$ cat src/shared/ros_consts.vh
// constants for the receive overhead serial output port
// assumes a 250 MHz system clock; included by hw/ros_serial_out.v
`ifndef ROS_CONSTS_VH
`define ROS_CONSTS_VH

// =============================================================
// clocking
`define ROS_CLK_NS          4
`define ROS_OVH_HALF_NS     128
`define ROS_OVH_HALF_CYC    (`ROS_OVH_HALF_NS / `ROS_CLK_NS)

// =============================================================
// overhead word layout, msb shifted first
`define ROS_OVH_BITS        16
`define ROS_FAS_MSB         15
`define ROS_FAS_LSB         6
`define ROS_A_BIT           5
`define ROS_N_BIT           4
`define ROS_BIP_MSB         3
`define ROS_BIP_LSB         0

// =============================================================
// buffer and reset values
`define ROS_BUF_DEPTH       2
`define ROS_RST_BIT_CLOCK   1'h1
`define ROS_RST_SERIAL      1'h0

`endif

$ cat src/hw/ros_buf2.v
// small register buffer with valid/ready on both sides
// assumes one clock, synchronous active-high reset
`timescale 1ns/100ps
`default_nettype none

module ros_buf2 #(
  parameter WIDTH = 16,
  parameter DEPTH = 2,
  parameter AW    = 1
) (
  // clock and reset
  input  wire             clk_sys,
  input  wire             rst,
  // fill side
  input  wire [WIDTH-1:0] in_data,
  input  wire             in_valid,
  output reg              in_ready,
  // drain side
  output wire [WIDTH-1:0] out_data,
  output wire             out_valid,
  input  wire             out_ready
);

  // =============================================================
  // storage
  reg [WIDTH-1:0] mem [0:DEPTH-1];
  reg [AW-1:0]    wr_ptr;
  reg [AW-1:0]    rd_ptr;
  reg [AW:0]      count;
  reg [AW:0]      next_count;
  wire            push;
  wire            pop;

  assign push      = in_valid & in_ready;
  assign pop       = out_valid & out_ready;
  assign out_valid = (count != {(AW+1){1'b0}});
  assign out_data  = mem[rd_ptr];

  always @* begin
    next_count = count;
    if (push & ~pop) begin
      next_count = count + 1'b1;
    end else if (pop & ~push) begin
      next_count = count - 1'b1;
    end
  end

  // =============================================================
  // pointers; ready is registered so the framer sees a clean level
  always @(posedge clk_sys) begin
    if (rst) begin
      wr_ptr   <= {AW{1'b0}};
      rd_ptr   <= {AW{1'b0}};
      count    <= {(AW+1){1'b0}};
      in_ready <= 1'b0;
    end else begin
      count    <= next_count;
      in_ready <= (next_count != DEPTH[AW:0]);
      if (push) begin
        wr_ptr <= (wr_ptr == DEPTH[AW-1:0] - 1'b1) ? {AW{1'b0}} : wr_ptr + 1'b1;
      end
      if (pop) begin
        rd_ptr <= (rd_ptr == DEPTH[AW-1:0] - 1'b1) ? {AW{1'b0}} : rd_ptr + 1'b1;
      end
    end
  end

  always @(posedge clk_sys) begin
    if (push) begin
      mem[wr_ptr] <= in_data;
    end
  end

endmodule

`default_nettype wire

$ cat src/hw/ros_serial_out.v
// receive overhead serial output port: shifts each frame's overhead word out
// assumes overhead words arrive from the framer on clk_sys with valid/ready,
// and that line_recv_clock is an asynchronous pin sampled here;
// the strobe needs a bit period longer than two line periods, and both
// access methods run side by side with no method select
//
// Functional notes
// - overhead is offered both on the self-made bit clock and on the line clock with a strobe.
// - frame start is high for exactly one bit-clock period, with the first overhead bit.
// - frame start is low at every other time.
// - frame start changes only at falling edges of the bit clock.
// - the strobe is high for exactly one line clock period while serial data is stable.
// - the strobe is low except during those single-period pulses.
// - the strobe serves only the line-clock method and means nothing in the other.
// - serial data changes only at bit-clock falling edges and the bit clock never stops.
// - per frame ten alignment bits msb first, then A, N and four BIP-4 bits go out.
// - the serial output is always active with no disable of any kind.
`timescale 1ns/100ps
`default_nettype none
`include "ros_consts.vh"

module ros_serial_out #(
  parameter OVH_HALF_CYC = `ROS_OVH_HALF_CYC,
  parameter WORD_W       = `ROS_OVH_BITS
) (
  // clock and reset
  input  wire              clk_sys,
  input  wire              rst,
  // line clock pin
  input  wire              line_recv_clock,
  // overhead words from the framer
  input  wire [WORD_W-1:0] ovh_word,
  input  wire              ovh_word_valid,
  output wire              ovh_word_ready,
  // serial port pins
  output reg               ovh_bit_clock,
  output reg               ovh_serial_out,
  output reg               ovh_frame_start,
  output reg               ovh_sample_strobe
);

  // position counter width follows the word width
  function integer ros_clog2;
    input integer value;
    integer v;
    begin
      v = value - 1;
      ros_clog2 = 0;
      while (v > 0) begin
        ros_clog2 = ros_clog2 + 1;
        v = v >> 1;
      end
    end
  endfunction

  localparam             DIV_W      = 16;
  localparam             POS_W      = ros_clog2(WORD_W);
  localparam integer     DIV_LAST_I = OVH_HALF_CYC - 1;
  localparam integer     POS_LAST_I = WORD_W - 1;
  localparam [DIV_W-1:0] DIV_LAST   = DIV_LAST_I[DIV_W-1:0];
  localparam [POS_W-1:0] POS_LAST   = POS_LAST_I[POS_W-1:0];

  // =============================================================
  // two-entry buffer so a late shifter never drops a word
  wire [WORD_W-1:0] buf_data;
  wire              buf_valid;
  wire              buf_ready;

  ros_buf2 #(
    .WIDTH (WORD_W),
    .DEPTH (`ROS_BUF_DEPTH),
    .AW    (1)
  ) u_buf (
    .clk_sys   (clk_sys),
    .rst       (rst),
    .in_data   (ovh_word),
    .in_valid  (ovh_word_valid),
    .in_ready  (ovh_word_ready),
    .out_data  (buf_data),
    .out_valid (buf_valid),
    .out_ready (buf_ready)
  );

  // =============================================================
  // bit clock divider, free running from reset release;
  // resets high so the first fall comes a full half period after reset
  reg [DIV_W-1:0] div_cnt;
  wire            div_wrap;
  wire            fall_evt;

  assign div_wrap = (div_cnt == DIV_LAST);
  assign fall_evt = div_wrap & ovh_bit_clock;

  always @(posedge clk_sys) begin
    if (rst) begin
      div_cnt       <= {DIV_W{1'b0}};
      ovh_bit_clock <= `ROS_RST_BIT_CLOCK;
    end else if (div_wrap) begin
      div_cnt       <= {DIV_W{1'b0}};
      ovh_bit_clock <= ~ovh_bit_clock; // never gated
    end else begin
      div_cnt <= div_cnt + 1'b1;
    end
  end

  // =============================================================
  // shifter: loads a word only at a word boundary, so a word that
  // arrives mid-frame waits in the buffer instead of cutting one short
  reg [WORD_W-1:0] shreg;
  reg [POS_W-1:0]  bit_pos;
  reg              active;
  reg [WORD_W-1:0] next_shreg;
  reg [POS_W-1:0]  next_bit_pos;
  reg              next_active;
  reg              next_serial;
  reg              next_frame_start;
  wire             at_boundary;

  assign at_boundary = ~active | (bit_pos == POS_LAST);
  assign buf_ready   = fall_evt & at_boundary;

  always @* begin
    next_shreg       = shreg;
    next_bit_pos     = bit_pos;
    next_active      = active;
    next_serial      = ovh_serial_out;
    next_frame_start = ovh_frame_start;
    if (fall_evt) begin
      if (at_boundary) begin
        next_bit_pos = {POS_W{1'b0}};
        if (buf_valid) begin
          next_shreg       = buf_data;
          next_active      = 1'b1;
          next_serial      = buf_data[WORD_W-1]; // alignment msb first
          next_frame_start = 1'b1;
        end else begin
          // no word ready: idle low, port stays driven
          next_active      = 1'b0;
          next_serial      = 1'b0;
          next_frame_start = 1'b0;
        end
      end else begin
        next_bit_pos     = bit_pos + 1'b1;
        next_shreg       = {shreg[WORD_W-2:0], 1'b0};
        next_serial      = shreg[WORD_W-2];
        next_frame_start = 1'b0;
      end
    end
  end

  always @(posedge clk_sys) begin
    if (rst) begin
      shreg           <= {WORD_W{1'b0}};
      bit_pos         <= {POS_W{1'b0}};
      active          <= 1'b0;
      ovh_serial_out  <= `ROS_RST_SERIAL;
      ovh_frame_start <= 1'b0;
    end else begin
      shreg           <= next_shreg;
      bit_pos         <= next_bit_pos;
      active          <= next_active;
      ovh_serial_out  <= next_serial;
      ovh_frame_start <= next_frame_start;
    end
  end

  // =============================================================
  // line clock: synchronise, then find rising edges;
  // a pin already high at reset makes one false rise, harmless as nothing is pending
  reg line_meta;
  reg line_sync;
  reg line_prev;
  wire line_rise;

  assign line_rise = line_sync & ~line_prev;

  always @(posedge clk_sys) begin
    if (rst) begin
      line_meta <= 1'b0;
      line_sync <= 1'b0;
      line_prev <= 1'b0;
    end else begin
      line_meta <= line_recv_clock;
      line_sync <= line_meta;
      line_prev <= line_sync;
    end
  end

  // =============================================================
  // sample strobe: one line period, starting at the first line edge
  // after a bit update; needs a bit period of over two line periods,
  // since a strobe still high at the next bit update is cut short
  localparam [1:0] STB_IDLE = 2'b00;
  localparam [1:0] STB_WAIT = 2'b01;
  localparam [1:0] STB_HIGH = 2'b10;

  reg  [1:0] stb_state;
  reg  [1:0] next_stb_state;
  wire       bit_is_data;

  // idle fill bits carry no overhead, so they get no strobe
  assign bit_is_data = at_boundary ? buf_valid : 1'b1;

  always @* begin
    next_stb_state = stb_state;
    if (fall_evt) begin
      next_stb_state = bit_is_data ? STB_WAIT : STB_IDLE; // never spans a change
    end else if (line_rise) begin
      case (stb_state)
        STB_WAIT: next_stb_state = STB_HIGH;
        STB_HIGH: next_stb_state = STB_IDLE;
        STB_IDLE: next_stb_state = STB_IDLE;
        default:  next_stb_state = STB_IDLE;
      endcase
    end
  end

  always @(posedge clk_sys) begin
    if (rst) begin
      stb_state         <= STB_IDLE;
      ovh_sample_strobe <= 1'b0;
    end else begin
      stb_state         <= next_stb_state;
      ovh_sample_strobe <= (next_stb_state == STB_HIGH);
    end
  end

endmodule

`default_nettype wire

$ cat config.mk
export PLATFORM = sky130hd
export DESIGN_NAME = ros_serial_out
export DESIGN_NICKNAME = d
export VERILOG_FILES = /design/src/hw/ros_buf2.v /design/src/hw/ros_serial_out.v
export VERILOG_INCLUDE_DIRS = /design/src /design/src/shared
export SDC_FILE = /design/constraint.sdc
export NUM_CORES = 1
export LEC_CHECK = 0
export BUFFER_PORTS_ARGS = -buffer_cell sky130_fd_sc_hd__buf_2
export CAP_MARGIN = 30
export CORE_MARGIN = 3
export CORE_UTILIZATION = 40
export CTS_CLUSTER_SIZE = 40
export DETAILED_ROUTE_END_ITERATION = 12
export GPL_TIMING_DRIVEN = 0
export PLACE_DENSITY_LB_ADDON = 0.08
export SLEW_MARGIN = 10
export SYNTH_ARGS = -nofsm -noshare
export SYNTH_HDL_FRONTEND = slang
export SYNTH_SLANG_ARGS = --single-unit
$ cat constraint.sdc
create_clock -name clk_sys -period 2.4 [get_ports clk_sys]
set_input_delay 0.36 -clock clk_sys [delete_from_list [all_inputs] [get_ports clk_sys]]
set_output_delay 0.36 -clock clk_sys [all_outputs]
set_load 0.02 [all_outputs]
=== Word level (Yosys, flattened, before mapping) ===
Memories as Yosys holds them, arrays and structs flattened. A register that Yosys moved wholly into a read port is not among the register bits.
Index checks and enable logic that the tools add are counted.
Widths: inputs -> output; s select.

* Bits in registers: 50
* Bits in latches: 0
* Bits in writable memories: 32
* Memory bits (read-only): 0
* Input bits: 20
* Output and inout port bits: 5
* Logic and storage cells: 66
* Memories: 1

{| class="wikitable"
|+ Memories
! memory !! words !! bits a word !! rd ports !! clocked after memory_dff !! write ports !! RTL line !! text
|-
| u_buf.mem || 2 || 16 || 1 || 1 || 1 || ros_buf2.v:26 || <nowiki>reg [WIDTH-1:0] mem [0:DEPTH-1];</nowiki>
|}

* $add $sub $neg: 6
* $mul: 0
* Divide/modulo/power cells: 0
* Magnitude comparators: 0
* Equality and inequality tests: 6
* Shifts and indexed selects: 0
* Muxes and demuxes: 20
* Bitwise logic cells: 13
* Reduce and logical (&&, ||, !) cells: 4

{| class="wikitable"
|+ Operators with widths
! operator !! count
|-
| $mux 15 || 2
|-
| $add 16x1->16 const B || 1
|-
| $eq 16x5->1 const B || 1
|-
| $mux 1 || 12
|-
| $mux 2 || 5
|-
| $and 1x1->1 || 7
|-
| $not 1->1 || 5
|-
| $add 4x1->4 const B || 1
|-
| $eq 4x4->1 const B || 1
|-
| $mux 4 || 1
|-
| $ne 2x2->1 const B || 2
|-
| $reduce_and 2->1 || 2
|-
| $add 1x1->1 const B || 2
|-
| $add 2x1->2 const B || 1
|-
| $eq 2x1->1 const B || 1
|-
| $eq 2x2->1 const B || 1
|-
| $reduce_bool 2->1 || 1
|-
| $reduce_or 2->1 || 1
|-
| $sub 2x1->2 const B || 1
|-
| $or 1x1->1 || 1
|}

=== Longest topological paths before layout ===
Gate-level depths: netlist of the first run.

* Word-level depth: 8
* Mapped depth: 8
* Mapped depth without buffers: 6

=== By module ===
A second synthesis of the first run with hierarchy kept.

* Cells, all modules: 328
* Area, all modules: 3712.3 sq um

{| class="wikitable"
|+ Modules (own cells, without submodules)
! module !! times used !! cells each !! area each (sq um) !! sequential area each (sq um)
|-
| ros_serial_out || 1 || 247 || 2250.9 || 900.9
|-
| ros_buf2 || 1 || 81 || 1461.4 || 1081.0
|}

=== Worst setup path before layout of the first run ===
Ideal clock, no wire load.

* Kind: reg2reg
* From: register div_cnt[0]
* To: register u_buf.count[0]
* Library setup time: 121 ps
* Arrival: 1735 ps
* Required time: 2279 ps
* Setup slack: 544 ps
* Stages on the path, launching flop included: 8
* Buffers on the path: 1
* Clock period less this slack: 1856 ps
* Cell sequence: dfxtp_1 ha_1 and4_4 and4_1 buf_4 a31o_4 and2_4 mux2_4

* Cells in the longest elaborated chain, start to end: 7
* Elaborated cells between the ends (all ways): 9
* Those cells by class: 1 x eq/ne; 2 x mux; 6 x bitwise

{| class="wikitable"
|+ Ends and longest elaborated chain
! what !! RTL line !! text
|-
| from (decl) || ros_serial_out.v:87 || <nowiki>reg [DIV_W-1:0] div_cnt;</nowiki>
|-
| from (signal assigned) || ros_serial_out.v:96 || <nowiki>div_cnt <= {DIV_W{1'b0}};</nowiki>
|-
| from (signal assigned) || ros_serial_out.v:99 || <nowiki>div_cnt <= {DIV_W{1'b0}};</nowiki>
|-
| from (signal assigned) || ros_serial_out.v:102 || <nowiki>div_cnt <= div_cnt + 1'b1;</nowiki>
|-
| $eq 16x5->1 (*) || ros_serial_out.v:91 || <nowiki>assign div_wrap = (div_cnt == DIV_LAST);</nowiki>
|-
| $and 1x1->1 (*) || ros_serial_out.v:92 || <nowiki>assign fall_evt = div_wrap & ovh_bit_clock;</nowiki>
|-
| $and 1x1->1 (*) || ros_serial_out.v:120 || <nowiki>assign buf_ready = fall_evt & at_boundary;</nowiki>
|-
| $and 1x1->1 (*) || ros_buf2.v:35 || <nowiki>assign pop = out_valid & out_ready;</nowiki>
|-
| $and 1x1->1 / $not 1->1 (equally long branches) || ros_buf2.v:43, ros_buf2.v:41 ||
|-
| $mux 2 / $and 1x1->1 (equally long branches) || ros_buf2.v:43, ros_buf2.v:41 ||
|-
| $mux 2 (*) || ros_buf2.v:41 || <nowiki>if (push & ~pop) begin</nowiki>
|-
| to (signal assigned) || ros_buf2.v:54 || <nowiki>count <= {(AW+1){1'b0}};</nowiki>
|-
| to (signal assigned) || ros_buf2.v:57 || <nowiki>count <= next_count;</nowiki>
|-
| to (decl) || ros_buf2.v:29 || <nowiki>reg [AW:0] count;</nowiki>
|}

Every way passes the cells marked *; elsewhere a longest branch is shown, timed or not.
A chain may end at the register's enable or synchronous reset.

=== Final worst setup path of the first run ===
* From: register bit_pos[0]
* To: register shreg[9]

* Cells in the longest elaborated chain, start to end: 4
* Elaborated cells between the ends (all ways): 5
* Those cells by class: 2 x eq/ne; 1 x mux; 1 x bitwise; 1 x reduce/logical

{| class="wikitable"
|+ Ends and longest elaborated chain
! what !! RTL line !! text
|-
| from (decl) || ros_serial_out.v:110 || <nowiki>reg [POS_W-1:0] bit_pos;</nowiki>
|-
| from (signal assigned) || ros_serial_out.v:154 || <nowiki>bit_pos <= {POS_W{1'b0}};</nowiki>
|-
| from (signal assigned) || ros_serial_out.v:160 || <nowiki>bit_pos <= next_bit_pos;</nowiki>
|-
| $eq 4x4->1 (*) || ros_serial_out.v:119 || <nowiki>assign at_boundary = ~active | (bit_pos == POS_LAST);</nowiki>
|-
| $or 1x1->1 (*) || ros_serial_out.v:119 ||
|-
| $ne 2x2->1 (no line) || - ||
|-
| $reduce_and 2->1 (no line) || - ||
|-
| to (signal assigned) || ros_serial_out.v:153 || <nowiki>shreg <= {WORD_W{1'b0}};</nowiki>
|-
| to (signal assigned) || ros_serial_out.v:159 || <nowiki>shreg <= next_shreg;</nowiki>
|-
| to (decl) || ros_serial_out.v:109 || <nowiki>reg [WORD_W-1:0] shreg;</nowiki>
|}

Marked as above.

==> reports/metrics.cfg, run 1 <==
[outcome]
status = finished clean

[floorplan]
die_h_um = 98.5
initial_utilization_pct = 41.4
ios = 25
die_x_um = 98.5
rows = 33
die-area_sq_um = 9700
core_sq_um = 8260

[placement]
placed_cell_area_sq_um = 3670
gp_congestion = 0.752
dpl.hpwl_um = 4310
portBuffers = 24

[global_routing]
grt_start_max_net_pins = 17
grtUsageTotal_pct = 13.6
antenna_found_initial = 0
grt_pass1_vias = 2147
grt_pass1_wl_um = 10400
overflow = 0

[clock_network]
clk_pin_slew_ns = 0.09
hold_buffers = 0
clock_path_buffers = 2
clock_sinks = 83
cts_tree = done
clockRootBuffer = clkbuf_8
clk_latency_ns = 0.35
cts_made_buffers = 9
post_cts_resize_count = 0
cts_setup_buffers = 0
cts_htree_levels = 3

[setup_path]
critPathTopFamily = buffers and inverters
crit_cells = 7
path_cells = ha_1, nand3_1, nand2_1, buf_2, clkbuf_1, o211ai_1, a21oi_1
worstPathRequired_ns = 2.67
worstPathMaxFanout = 10
reg2regPathDepth = 7
path_buf_inv = 2
cpPeakStageDelay_ns = 0.40
cp.arrival_ns = 2.37
cp-start-kind = flop
slowest_stage = clkbuf_1
critPathKind = flop to flop
endpoint_kind = flop

[synth]
syn_area_sq_um = 3420
synthCells = 306
synth_edf_count = 32
synth-seq-area-share_pct = 57.9
async_reset_ff_share_pct = 0
syn_nets = 329
dominantRegCellSynth = dfxtp_1
yosysTopAreaCellShare_pct = 29.8
yosysTopAreaCell = dfxtp_1
synth_common_cells = dfxtp_1 (51), nand2_1 (40), edfxtp_1 (32), nor2_1 (30), a21oi_1 (22)
ys_ff_latch = 83
syn_avg_cell_area_sq_um = 11.2
synthTopCellsByArea = dfxtp_1 (30%), edfxtp_1 (28%), mux2i_1 (4.7%)
synth_cell_types = 45
synth_most_common_cell = dfxtp_1
ys.warnings.count = 0

[final_layout]
nets = 364
design_area_sq_um = 3870
insertedDiodeCount = 0
layout-drive-gt1-share_pct = 17.6
area_growth_pct = 13.0

[route]
drt-total-wl_um = 6190
wl_per_cell_um = 13.7
drc = 0
drt_iter0_markers = 115
antenna_left = 0
vias_per_cell = 5.07
dr.pass1.iters = 4
dr_total_vias = 2287

[timing]
slew_viol_final = 0
worst_slew_pin_slew_ns = 0.858
period_needed_ns = 2.09
rsz0062_at_grt = no
fin_crit_sh_pct = 87.2
tns_ns = 0
finalSetupViolCount = 0
final-hold-violation-count = 0
slew-limit-headroom_pct = 42.7
fmax_ghz = 0.478
finClkSkew_ns = 0.0112

[run]
maxCapViolCount = 0

[worst_hold_path]
hp-class = input port to flop
hold-path-cell-count = 1

[power_and_ir_drop]
leakage_nw = 1.38
peakVddDrop_v = 0.000348
power_mw = 2.71
p_per_area_nw_per_um2 = 701

-- kinds of logic after synthesis --
group / after synthesis / share of synthesized area [%]
adders and majority gates: 3 / 1.10
xor gates and xnor gates: 17 / 4.35
buffers and inverters: 19 / 2.78
muxes: 18 / 5.45
and+or+nand+nor: 118 / 18.6
DFF: 83 / 57.9
AOI/OAI and AO/OA: 48 / 9.80
-- flip-flops by register name (all words and copies together) (netlist names), 2 cells and up, named ones only --
| signal | count |
|---|---|
| bit_pos | 4 |
| div_cnt | 16 |
| stb_state | 2 |
| shreg | 15 |
| u_buf.mem | 32 |
| u_buf.count | 2 |
-- routing by layer --
metal / GRT usage (%) / wire, um
met1: 18.7 / 3120
met3: 3.40 / 222
met5: 0 / 0
met2: 20.4 / 2740
met4: 5.99 / 108
-- where the power goes --
group	internal [mW]	switching, mW
combinational	0.0731	0.118
sequential	1.52	0.0225
clock	0.482	0.496
-- worst reg2reg max path: cells and delay by family (launching register included) --
family          cells  cell delay [ns]
buf+inv             2             0.69
flops               1             0.38
simple gates        2             0.42
fa+ha+maj           1             0.21
compound gates      2             0.32
-- metrics by stage --
step | hold slack, ns | setup WS [ns] | cells | util (%)
after floorplan | 0.414 | 0.544 | 306 | -
after global placement | 0.424 | 0.315 | 435 | 44.5
after detailed placement | 0.435 | 0.326 | 435 | 44.5
after CTS | 0.178 | 0.303 | 451 | 46.8
after global routing | 0.176 | 0.113 | 451 | 46.8
final | 0.192 | 0.308 | 451 | 46.8
-- final timing paths --
kind / startpoint / to / slack [ns]
setup / recovery: bit_pos[0] / shreg[9] / 0.31
hold / removal: ovh_word[8] / u_buf.mem[0][8] / 0.19
setup reg to reg: bit_pos[0] / shreg[9] / 0.31
hold reg to reg: line_meta / line_sync / 0.46
-- cell type report --
type | count | area (sq um)
Fill cell | 813 | 4390
Sequential cell | 83 | 1980
Multi-Input combinational cell | 204 | 1350
Tap cell | 105 | 131
Clock buffer | 10 | 128
Timing Repair Buffer | 24 | 120
Buffer | 15 | 80.1
Clock inverter | 6 | 63.8
Inverter | 4 | 15.0
-- cells in the final DEF (no fill, tap or decap), types with 9 or more instances in the layout --
master    count
mux2i_1      16
clkbuf_1      9
edfxtp_1     32
nand3_1      12
nor2_1       29
o211ai_1     14
dfxtp_1      51
nand2_1      40
xor2_1       10
buf_2        28
a21oi_1      22
clkbuf_8      9
Note: power is estimated with default switching activity, not from simulation.
==> run 2: changes to the inputs <==
--- a/config.mk
+++ b/config.mk
@@ -8,7 +8,7 @@
 export LEC_CHECK = 0
 export BUFFER_PORTS_ARGS = -buffer_cell sky130_fd_sc_hd__buf_2
 export CAP_MARGIN = 30
-export CORE_MARGIN = 3
+export CORE_MARGIN = 4
 export CORE_UTILIZATION = 40
 export CTS_CLUSTER_SIZE = 40
 export DETAILED_ROUTE_END_ITERATION = 12
==> run 2 against run 1 <==
Compared with the run above:
- combinational power hardly changed
- final cell count stayed put
- via count is 0.96% lower
- sequential power hardly changed
==> reports/metrics.cfg, run 2 (synthesis results as in run 1) <==
[clock_network]
cts_setup_buffers = 0
cts_htree_levels = 3
post_cts_resize_count = 0
hold_buffers = 0
clk_latency_ns = 0.34
clock_sinks = 83
clock_path_buffers = 2
cts_made_buffers = 9
cts_tree = done
clockRootBuffer = clkbuf_8
clk_pin_slew_ns = 0.09

[final_layout]
layout-drive-gt1-share_pct = 17.3
fillCellCount = 811
layout_common_cells = dfxtp_1 (51), nand2_1 (40), edfxtp_1 (32)
insertedDiodeCount = 0
reg_top3 = u_buf.mem: 32 flops, div_cnt: 16 flops, shreg: 15 flops
nets = 364
largest_register_ffs = 32
area_growth_pct = 13.8
top_register = u_buf.mem
final_common_cell = dfxtp_1
layout.cells.non_filler = 451

[global_routing]
overflow = 0
grtUsageTotal_pct = 13.8
grt_pass1_wl_um = 10800
antenna_found_initial = 0
grt_pass1_vias = 2267
grt_start_max_net_pins = 17

[power_and_ir_drop]
combPwrFrac_pct = 6.9
p_clk_share_pct = 38.8
p_per_area_nw_per_um2 = 728
p_sw_mw = 0.627
sw_frac_of_total_pct = 22.1
peakVddDrop_v = 0.000375
leakage_nw = 1.39
pwr-share-seq_pct = 54.4
intPower_mw = 2.21

[timing]
worst_slew_pin_slew_ns = 0.895
period_needed_ns = 2.05
fin_crit_sh_pct = 85.6
fmax_ghz = 0.487
finalSetupViolCount = 0
final-hold-violation-count = 0
slew_viol_final = 0
finClkSkew_ns = 0.0110
tns_ns = 0
slew-limit-headroom_pct = 40.3
rsz0062_at_grt = no

[setup_path]
reg2reg_from = div_cnt[0]
reg2regPathDepth = 7
endpoint_kind = flop
slowest_stage = dfxtp_1
worstPathRequired_ns = 2.60
rr_endpoint = shreg[7]
cp.arrival_ns = 2.26
path_cells = ha_1, and4_4, and4b_1, o2111ai_2, buf_2, nand2_1, a21oi_1
worstPathMaxFanout = 10
regToRegSetupSlack_ns = 0.35
cp-start-kind = flop
critPathKind = flop to flop
path_buf_inv = 1
critPathTopFamily = simple AND/OR/NAND/NOR gates
cpPeakStageDelay_ns = 0.38

[route]
wl_per_cell_um = 14.2
antenna_left = 0
vias_per_cell = 5.02
drt_iter0_markers = 88
dr.pass1.iters = 4
dr_total_vias = 2265
drc = 0
drt-total-wl_um = 6410

[floorplan]
die-area_sq_um = 10100
core_sq_um = 8260
rows = 33
die_x_um = 100
initial_utilization_pct = 41.4
ios = 25
die_h_um = 100

[placement]
dpl.hpwl_um = 4500
portBuffers = 24
placedCellCount = 435
gp_congestion = 0.777

[worst_hold_path]
hp-class = input port to flop
hold-path-cell-count = 1
hold_path.startpoint = ovh_word[8]
hold_end = u_buf.mem[0][8]

[run]
maxCapViolCount = 0

[outcome]
status = finished clean

## run 2: how the worst max path moves through the flow
stage | from | to | slack, ns | cells past startpoint
final | div_cnt[0] | shreg[7] | 0.35 | 7
after global routing | bit_pos[0] | shreg[10] | 0.14 | 8
after CTS | div_cnt[0] | shreg[7] | 0.33 | 7
after detailed placement | div_cnt[0] | shreg[11] | 0.34 | 7
after global placement | ovh_word_valid | u_buf.mem[0][15] | 0.31 | 3
after floorplan | div_cnt[0] | u_buf.count[0] | 0.54 | 7
## run 2: per-layer routing
metal  wire length (um)  part of all wire [%]  GRT usage, %
met5                  0                     0             0
met4                106                   1.7          6.22
met3                212                   3.3          2.70
met2               2940                    46          20.9
met1               3150                    49          19.1
## run 2: stage by stage
stage	hold slack (ns)	instance area (sq um)	power [mW]	utilization [%]	setup slack (ns)
4_1_cts	0.182	3890	2.87	47.1	0.327
2_1_floorplan	0.414	3420	1.71	-	0.544
6_report	0.201	3890	2.83	47.1	0.345
3_3_place_gp	0.425	3670	1.76	44.5	0.312
3_5_place_dp	0.440	3670	1.77	44.5	0.337
5_1_grt	0.178	3890	2.96	47.1	0.137
## run 2: worst reg2reg max path: cells and delay by family (launching register included)
kind	cells	cell delay [ns]
flip-flops	1	0.38
buffers and inverters	1	0.30
AND/OR/NAND/NOR	3	0.67
AO/OA/AOI/OAI	2	0.33
adder cells (fa/ha/maj)	1	0.23
## run 2: cell type report
class | instances | area, sq um | area share [%]
flip-flops and latches | 83 | 1980 | 50.9
multi-input cells | 204 | 1350 | 34.6
clock buffers | 12 | 145 | 3.73
well taps | 105 | 131 | 3.38
repair buffers | 24 | 120 | 3.09
plain buffers | 15 | 80.1 | 2.06
clock inverters | 4 | 72.6 | 1.86
inverters | 4 | 15.0 | 0.386
## run 2: power by group through the flow
stage,registers [mW],clock network [mW],logic (mW)
CTS,1.54,1.13,0.198
finish,1.54,1.10,0.195
global route,1.55,1.19,0.220
detailed placement,1.57,0,0.198
global placement,1.57,0,0.190
floorplan,1.57,0,0.133
==> run 3: changes to the inputs <==
--- a/config.mk
+++ b/config.mk
@@ -8,12 +8,13 @@
 export LEC_CHECK = 0
 export BUFFER_PORTS_ARGS = -buffer_cell sky130_fd_sc_hd__buf_2
 export CAP_MARGIN = 30
-export CORE_MARGIN = 4
+export CORE_MARGIN = 2
 export CORE_UTILIZATION = 40
 export CTS_CLUSTER_SIZE = 40
 export DETAILED_ROUTE_END_ITERATION = 12
 export GPL_TIMING_DRIVEN = 0
 export PLACE_DENSITY_LB_ADDON = 0.08
+export REMOVE_ABC_BUFFERS = 1
 export SLEW_MARGIN = 10
 export SYNTH_ARGS = -nofsm -noshare
 export SYNTH_HDL_FRONTEND = slang
==> run 3 against run 2 <==
Compared with the run above:
- first-iteration DRC count down 53%
- sequential share of layout area increased by 0.15 points
- clock power up 5%
- non-clock buffer count shrank 12
- fmax shrank 5.9%
- worst hold slack lost 0.017 ns
- final cell count fell by 2.7%
- critical path depth shrank 1
==> reports/metrics.cfg, run 3 (synthesis results as in run 1) <==
[outcome]
status = finished clean

[route]
vias_per_cell = 4.99
antenna_left = 0
drt-total-wl_um = 5980
drc = 0
dr_total_vias = 2192
dr.pass1.iters = 4
wl_per_cell_um = 13.6
drt_iter0_markers = 41

[floorplan]
initial_utilization_pct = 41.4
ios = 25
die_h_um = 96.5
core_sq_um = 8260
die_x_um = 96.5
rows = 33
die-area_sq_um = 9310

[setup_path]
cp.arrival_ns = 2.40
worstPathMaxFanout = 17
worstPathRequired_ns = 2.62
critPathKind = flop to flop
path_cells = ha_1, and4_4, and4b_1, o2111ai_2, a22oi_1, nor2_1
endpoint_kind = flop
critPathTopFamily = compound AO/OA/AOI/OAI gates
slowest_stage = o2111ai_2
cp-start-kind = flop
cpPeakStageDelay_ns = 0.46
path_buf_inv = 0

[placement]
post-place-ws_ns = 0.204
gp_congestion = 0.736
portBuffers = 24
dpl.hpwl_um = 3910

[final_layout]
utilization_pct = 47.0
multi_input_area_sq_um = 1350
ff_latch_area_sq_um = 1980
reg_top3 = u_buf.mem: 32 flops, div_cnt: 16 flops, shreg: 15 flops
top_register = u_buf.mem
area_growth_pct = 13.5
fillCellCount = 798
layout-drive-gt1-share_pct = 17.7
nets = 352
layout_common_cells = dfxtp_1 (51), nand2_1 (40), edfxtp_1 (32)
largest_register_ffs = 32
insertedDiodeCount = 0
final_common_cell = dfxtp_1

[timing]
period_needed_ns = 2.18
worst_slew_pin_slew_ns = 0.854
tns_ns = 0
fin_crit_sh_pct = 91.0
slew_viol_final = 0
rsz0062_at_grt = no
finClkSkew_ns = 0.0151
slew-limit-headroom_pct = 43.1
worst_slack_ns = 0.216
fmax_ghz = 0.458
finalSetupViolCount = 0
final-hold-violation-count = 0
hold_ws_ns = 0.185

[clock_network]
cts_setup_buffers = 0
clk_pin_slew_ns = 0.10
post_cts_resize_count = 0
cts_made_buffers = 9
clk_latency_ns = 0.36
hold_buffers = 0
clock_sinks = 83
cts_htree_levels = 3
clock_path_buffers = 2
clockRootBuffer = clkbuf_8
cts_tree = done

[power_and_ir_drop]
peakVddDrop_v = 0.000404
p_per_area_nw_per_um2 = 743
leakage_nw = 1.38

[worst_hold_path]
hp-class = input port to flop

[global_routing]
overflow = 0
grt_pass1_wl_um = 9960
grt_start_max_net_pins = 40
grtUsageTotal_pct = 14.2
antenna_found_initial = 0
grt_pass1_vias = 2110

[run]
maxCapViolCount = 0

[run 3: metrics by stage]
step	area [sq um]	total power, mW	std cells
after detailed placement	3650	1.77	423
final	3880	2.88	439
after global placement	3590	1.76	420
after global routing	3880	3.01	439
after CTS	3880	2.92	439
after floorplan	3340	1.70	291
[run 3: layout make-up]
cell class	count	area share (%)
Multi-Input combinational cell	204	34.7
Clock buffer	9	3.19
Clock inverter	7	2.71
Tap cell	105	3.38
Inverter	4	0.387
Sequential cell	83	51.1
Timing Repair Buffer	27	4.58
[run 3: path summary, 6_finish.rpt]
| path | from | to | slack [ns] | cells after the start |
|---|---|---|---|---|
| setup / recovery | div_cnt[0] | shreg[0] | 0.22 | 6 |
| hold / removal | ovh_word[3] | u_buf.mem[0][3] | 0.18 | 1 |
| setup reg to reg | div_cnt[0] | shreg[0] | 0.22 | 6 |
| hold reg to reg | line_meta | line_sync | 0.44 | 1 |
[run 3: routing by layer]
| layer | vias up | global-route usage [%] | routed length, um |
|---|---|---|---|
| li1 | 1135 | - | - |
| met1 | 1018 | 18.1 | 2920 |
| met2 | 32 | 22.4 | 2780 |
| met3 | 7 | 5.04 | 201 |
| met4 | 0 | 4.58 | 78 |
| met5 | - | 0 | 0 |
[run 3: where the power goes]
part | switching, mW | internal, mW
registers | 0.0226 | 1.52
logic | 0.118 | 0.0768
clock network | 0.543 | 0.604
